**src/rtl/tls_map.svh**
```systemverilog
// Register offsets, field positions and reset values of the limit status bank
`ifndef TLS_MAP_SVH
`define TLS_MAP_SVH
`define TLS_UNDER_OFS 8'h36
`define TLS_OVER_OFS 8'h37
`define TLS_SMOOTH_OFS 8'h40
`define TLS_PART_OFS 8'hfd
`define TLS_MAKER_OFS 8'hfe
`define TLS_REV_OFS 8'hff
`define TLS_INT_BIT 0
`define TLS_EXT1_BIT 1
`define TLS_EXT2_BIT 2
`define TLS_FLAGS_RST 3'h0
`define TLS_SMOOTH_RST 2'h0
`define TLS_PART_VAL 8'ha1
`define TLS_MAKER_VAL 8'hb2
`define TLS_REV_VAL 8'h01
`endif

```
**src/rtl/tls_pkg.sv**
```systemverilog
// Types of the limit status bank
package tls_pkg;
	typedef enum logic [1:0] {
		tls_filt_off,
		tls_filt_lvl1,
		tls_filt_lvl2
	} tls_filt_type;
	typedef struct packed {
		logic [2:0] under;
		logic [2:0] over;
	} tls_cmp_type;
	typedef struct packed {
		logic low;
		logic therm;
	} tls_sum_type;
endpackage : tls_pkg

```
**src/rtl/tls_regs.sv**
```systemverilog
// Limit status flags, smoothing control and identification registers
`timescale 1ns/1ps
`include "tls_map.svh"
// ==========================================================================
// How it works
// - Ext2 below low limit sets bit 2
// - Ext1 below low limit sets bit 1
// - Internal below low limit sets bit 0
// - Reading under flags clears them and summary
// - Any under flag holds low summary set
// - Under flags sticky unless comparator mode
// - Over flags bits 2..0 drive therm summary
// - Reading over flags does not clear them
// - Over flag clears below limit minus hysteresis
// - Therm summary clears when all over clear
// - Ext2 over limit sets bit 2, pin
// - Ext1 over limit sets bit 1, pin
// - Internal over limit sets bit 0, pin
// - Two-bit smoothing field, 00 off default
// - Read-only part identifier register
// - Read-only maker identifier register
// - Read-only die revision register
module tls_regs (
	// Clock and reset
	input wire logic i_ref_clk,
	input wire logic i_rst_n,
	// Register access from the serial bus engine
	input wire logic i_rd_en,
	input wire logic i_wr_en,
	input wire logic [7:0] i_addr,
	input wire logic [7:0] i_wdata,
	output logic [7:0] o_rdata,
	// Compare results, one bit per channel, and comparator mode select
	input wire tls_pkg::tls_cmp_type i_cmp,
	input wire logic [2:0] i_over_clear,
	input wire logic i_comparator_mode,
	// Status outputs
	output tls_pkg::tls_sum_type o_sum,
	output logic o_overtemp_n,
	output tls_pkg::tls_filt_type o_filt_level
);
	// ======================================================================
	// Flags
	logic [2:0] under_limit_flags;
	logic [2:0] overtemp_limit_flags;
	logic [1:0] smoothing_control;
	logic [2:0] next_under;
	logic [2:0] next_over;
	logic rd_under;
	assign rd_under = i_rd_en && (i_addr == `TLS_UNDER_OFS);
	genvar g;
	generate
		for (g = 0; g < 3; g++) begin : g_ch
			// Set wins over a read clear in the same cycle
			always_comb begin
				if (i_comparator_mode) begin
					next_under[g] = i_cmp.under[g];
				end else begin
					next_under[g] = i_cmp.under[g] ||
						(under_limit_flags[g] && !rd_under);
				end
				// Set beats the hysteresis clear
				next_over[g] = i_cmp.over[g] ||
					(overtemp_limit_flags[g] && !i_over_clear[g]);
			end
		end
	endgenerate
	always_ff @(posedge i_ref_clk) begin
		if (!i_rst_n) begin
			under_limit_flags <= `TLS_FLAGS_RST;
		end else begin
			under_limit_flags <= next_under;
		end
	end
	always_ff @(posedge i_ref_clk) begin
		if (!i_rst_n) begin
			overtemp_limit_flags <= `TLS_FLAGS_RST;
		end else begin
			overtemp_limit_flags <= next_over;
		end
	end
	// ======================================================================
	// Summary bits and pin, registered from next flag values
	always_ff @(posedge i_ref_clk) begin
		if (!i_rst_n) begin
			o_sum <= '0;
			o_overtemp_n <= 1'b1;
		end else begin
			o_sum.low <= |next_under;
			o_sum.therm <= |next_over;
			o_overtemp_n <= !(|next_over);
		end
	end
	// ======================================================================
	// Smoothing control, only writable register here
	always_ff @(posedge i_ref_clk) begin
		if (!i_rst_n) begin
			smoothing_control <= `TLS_SMOOTH_RST;
		end else if (i_wr_en && i_addr == `TLS_SMOOTH_OFS) begin
			smoothing_control <= i_wdata[1:0];
		end
	end
	always_ff @(posedge i_ref_clk) begin
		if (!i_rst_n) begin
			o_filt_level <= tls_pkg::tls_filt_off;
		end else begin
			case (smoothing_control)
				2'h0: o_filt_level <= tls_pkg::tls_filt_off;
				2'h3: o_filt_level <= tls_pkg::tls_filt_lvl2;
				default: o_filt_level <= tls_pkg::tls_filt_lvl1;
			endcase
		end
	end
	// ======================================================================
	// Read data; writes elsewhere have no target
	always_ff @(posedge i_ref_clk) begin
		if (!i_rst_n) begin
			o_rdata <= 8'h00;
		end else if (i_rd_en) begin
			case (i_addr)
				`TLS_UNDER_OFS: o_rdata <= {5'h00, under_limit_flags};
				`TLS_OVER_OFS: o_rdata <= {5'h00, overtemp_limit_flags};
				`TLS_SMOOTH_OFS: o_rdata <= {6'h00, smoothing_control};
				`TLS_PART_OFS: o_rdata <= `TLS_PART_VAL;
				`TLS_MAKER_OFS: o_rdata <= `TLS_MAKER_VAL;
				`TLS_REV_OFS: o_rdata <= `TLS_REV_VAL;
				default: o_rdata <= 8'h00;
			endcase
		end
	end
endmodule : tls_regs

```
**config.mk**
```make
export PLATFORM = sky130hd
export DESIGN_NAME = tls_regs
export DESIGN_NICKNAME = d
export VERILOG_FILES = /design/src/rtl/tls_pkg.sv /design/src/rtl/tls_regs.sv
export VERILOG_INCLUDE_DIRS = /design/src /design/src/rtl
export SDC_FILE = /design/constraint.sdc
export NUM_CORES = 1
export LEC_CHECK = 0
export ABC_AREA = 1
export BUFFER_PORTS_ARGS = -buffer_cell sky130_fd_sc_hd__buf_2
export CORE_UTILIZATION = 48
export CTS_CLUSTER_DIAMETER = 40
export DETAILED_ROUTE_END_ITERATION = 8
export HOLD_SLACK_MARGIN = 0.08
export PLACE_DENSITY = 0.83
export SYNTH_ARGS = -nofsm -noshare
export SYNTH_HDL_FRONTEND = slang
export SYNTH_SLANG_ARGS = --single-unit
```
**constraint.sdc**
```tcl
create_clock -name i_ref_clk -period 1.4 [get_ports i_ref_clk]
set_input_delay 0.28 -clock i_ref_clk [delete_from_list [all_inputs] [get_ports i_ref_clk]]
set_output_delay 0.28 -clock i_ref_clk [all_outputs]
set_load 0.02 [all_outputs]
```
==> results.tsv <==
metric	value	unit
number of synthesis warnings	0	
max frequency	0.906	GHz
syn avg cell area	7.24	um^2
Largest delay share family, worst path	flip-flops	
Max Cap Viol	0	
Sw Ratio	26.2	%
Initial DRC Count	14	
count of pins over their slew limit	0	
Hold Slack	0.187	ns
Hold-fix buffers, CTS	0	
P_int	0.750	mW
pre-CTS setup slack	0.140	ns
n_diodes	0	
Worst Setup Slack, final	0.296	ns
H-tree levels	1	
antenna violations before repair	0	
crit path max fanout	3	
Psw	0.267	mW
worst hold path type	in -> reg	
final global-route overflow total	0	
non-filler cells, final	181	
clk sinks	18	
vias in the first global route	806	
area of the mapped netlist	883	um^2
# port buffers	34	
FF+latch count, synth	18	
CP Class	reg -> out	
Synth Area in XOR/XNOR	0	%
routability cong.	0.854	
DR pass1 iterations	4	
share of cells above drive strength 1	31.4	%
Die Wd	44.9	um
logic gate share of total power	14.6	%
clock buffer count from CTS	3	
Pwr Density	931	mW/mm^2
Layout area overhead	23.7	%
crit path launch type	flop	
Area after DPL	0.00106	mm^2
num ports	43	
routed wire length	1740	um
Post-Synthesis Cells	122	
post-layout util	63.3	%
Core ar.	0.00173	mm^2
Crit-path slowest cell	dfxtp_1	
mux cell area share after synthesis	0	%
status	finished, final reports clean	
die area	0.00202	mm^2
Clock Path Buffers	2	
min Tclk post-route	1.10	ns
post-synthesis compound-gate area fraction	10.6	%
DRC	0	
WP data arrival	0.82	ns
Initial Util	51.2	%
crit end category	output port	
CTS root buf	clkbuf_4	
clk_lat worst skew	0.30	ns
routed vias	856	
total power	1.02	mW
Leak	0.610	nW
worst ir drop on vdd	0.607	mV
NumNets Final	188	
drt wl/cell	9.59	um
hpwl dp	1370	um
first-pass GRT wire length	2950	um
CP Cell Sequence	buf_2	
design area	0.00109	mm^2
critical path required time	1.12	ns
clock slew at the register clock pins of the worst setup and hold paths	0.10	ns
Post-CTS Setup Bufs	0	
largest net degree at the start of global routing	11	
CP peak stage delay	0.36	ns
CP bufs+invs	1	
CTS tree	built	
main combinational cell family by area after synthesis	simple AND/OR/NAND/NOR gates	
die height	44.9	um
unique cell type count in the Yosys netlist	23	
Final Hold Viols	0	
cell total after placement	177	
clock skew	0.00386	ns
Clock Power Share	31.7	%
Antenna Violating Nets Remaining	0	
sequential area share after synthesis	40.8	%
# rows	15	
Via-to-Cell Ratio	4.73	
Adder-Cell Fraction of Synth Area	1.42	%
setup TNS	0	ns
GRT Total Usage	20.1	%
RSZ-0062 raised after global routing	false	
simple-gate share of the synthesized area	32.0	%
part of the cycle the worst path needs	78.9	%
Flop pwr share	53.7	%
Setup Viol. Count Final	0	
CTS resizes	0	
## cell type report
cell class | instances | area [um^2]
Inverter | 26 | 97.6
Clock buffer | 4 | 36.3
Multi-Input combinational cell | 74 | 397
Sequential cell | 18 | 360
Fill cell | 161 | 634
Timing Repair Buffer | 34 | 170
Tap cell | 25 | 31.3
## worst register-to-register path, cell delays in order (launching register included)
cell	delay, ns
dfxtp_1	0.33
a21oi_1	0.15
nor2_1	0.07
nor3_2	0.20
inv_1	0.05
## logic make-up after synthesis
group	after synthesis
AND/OR/NAND/NOR	54
buffers and inverters	31
flip-flops	18
AO/OA/AOI/OAI	17
adder cells (fa/ha/maj)	1
other	1
## registers in the layout, indices dropped and copies added, names as in the netlist
register / count
o_filt_level: 2
o_overtemp_n: 1
o_rdata: 5
o_sum: 2
overtemp_limit_flags: 3
smoothing_control: 2
under_limit_flags: 3
## layout by cell type (no fill, tap or decap), drive strengths merged
| cell type | Yosys | layout |
|---|---|---|
| nor3 | 1 | 1 |
| o21ai | 5 | 5 |
| a21oi | 10 | 10 |
| dfxtp | 18 | 18 |
| buf | 5 | 34 |
| conb | 1 | 2 |
| nand2 | 23 | 23 |
| o21bai | 1 | 1 |
| o211ai | 1 | 1 |
| inv | 26 | 26 |
| clkbuf | 0 | 4 |
| ha | 1 | 1 |
| nand3 | 15 | 15 |
| nor2 | 11 | 11 |
| nand4 | 4 | 4 |
## final timing paths
path                                         startpoint  depth (start not counted)                   end  slack [ns]
worst max register to register  overtemp_limit_flags[1]                          4              o_sum[0]        0.50
worst min register to register               o_rdata[1]                          2            o_rdata[1]        0.47
worst max-delay path                         o_rdata[5]                          1            o_rdata[5]        0.30
worst min-delay path                           i_cmp[3]                          3  under_limit_flags[0]        0.19
## power by group through the flow
stage | registers [mW] | logic (mW) | clock network (mW)
2_1_floorplan | 0.570 | 0.0822 | 0
3_3_place_gp | 0.556 | 0.143 | 0
3_5_place_dp | 0.557 | 0.149 | 0
4_1_cts | 0.545 | 0.150 | 0.324
5_1_grt | 0.549 | 0.166 | 0.348
6_report | 0.546 | 0.149 | 0.322
## synth_stat cells
library cell	number	area share, %
o21bai_1	1	0.85
nand2_1	21	8.9
ha_1	1	1.4
o211ai_1	1	0.85
o21ai_0	3	1.7
nor3_2	1	1.1
o21ai_2	1	0.99
o21ai_1	1	0.57
nor2_2	1	0.71
nand3_4	1	2.0
nor2_1	8	3.4
nand3_2	2	2.3
buf_4	3	2.5
inv_1	25	11
dfxtp_1	18	41
buf_2	2	1.1
nand4_1	4	2.8
nand2_2	2	1.4
nand3_1	12	6.8
a21oi_1	10	5.7
nor2_4	2	2.5
inv_2	1	0.42
conb_1	1	0.42
## per-layer routing
metal  routed length [um]  global-route usage (%)  part of all wire (%)
met5                    0                       0                     0
met4                   49                    10.9                   2.8
met3                   87                    2.40                   5.0
met2                  842                    36.8                    49
met1                  755                    22.6                    44
(Power assumes the default switching activity.)
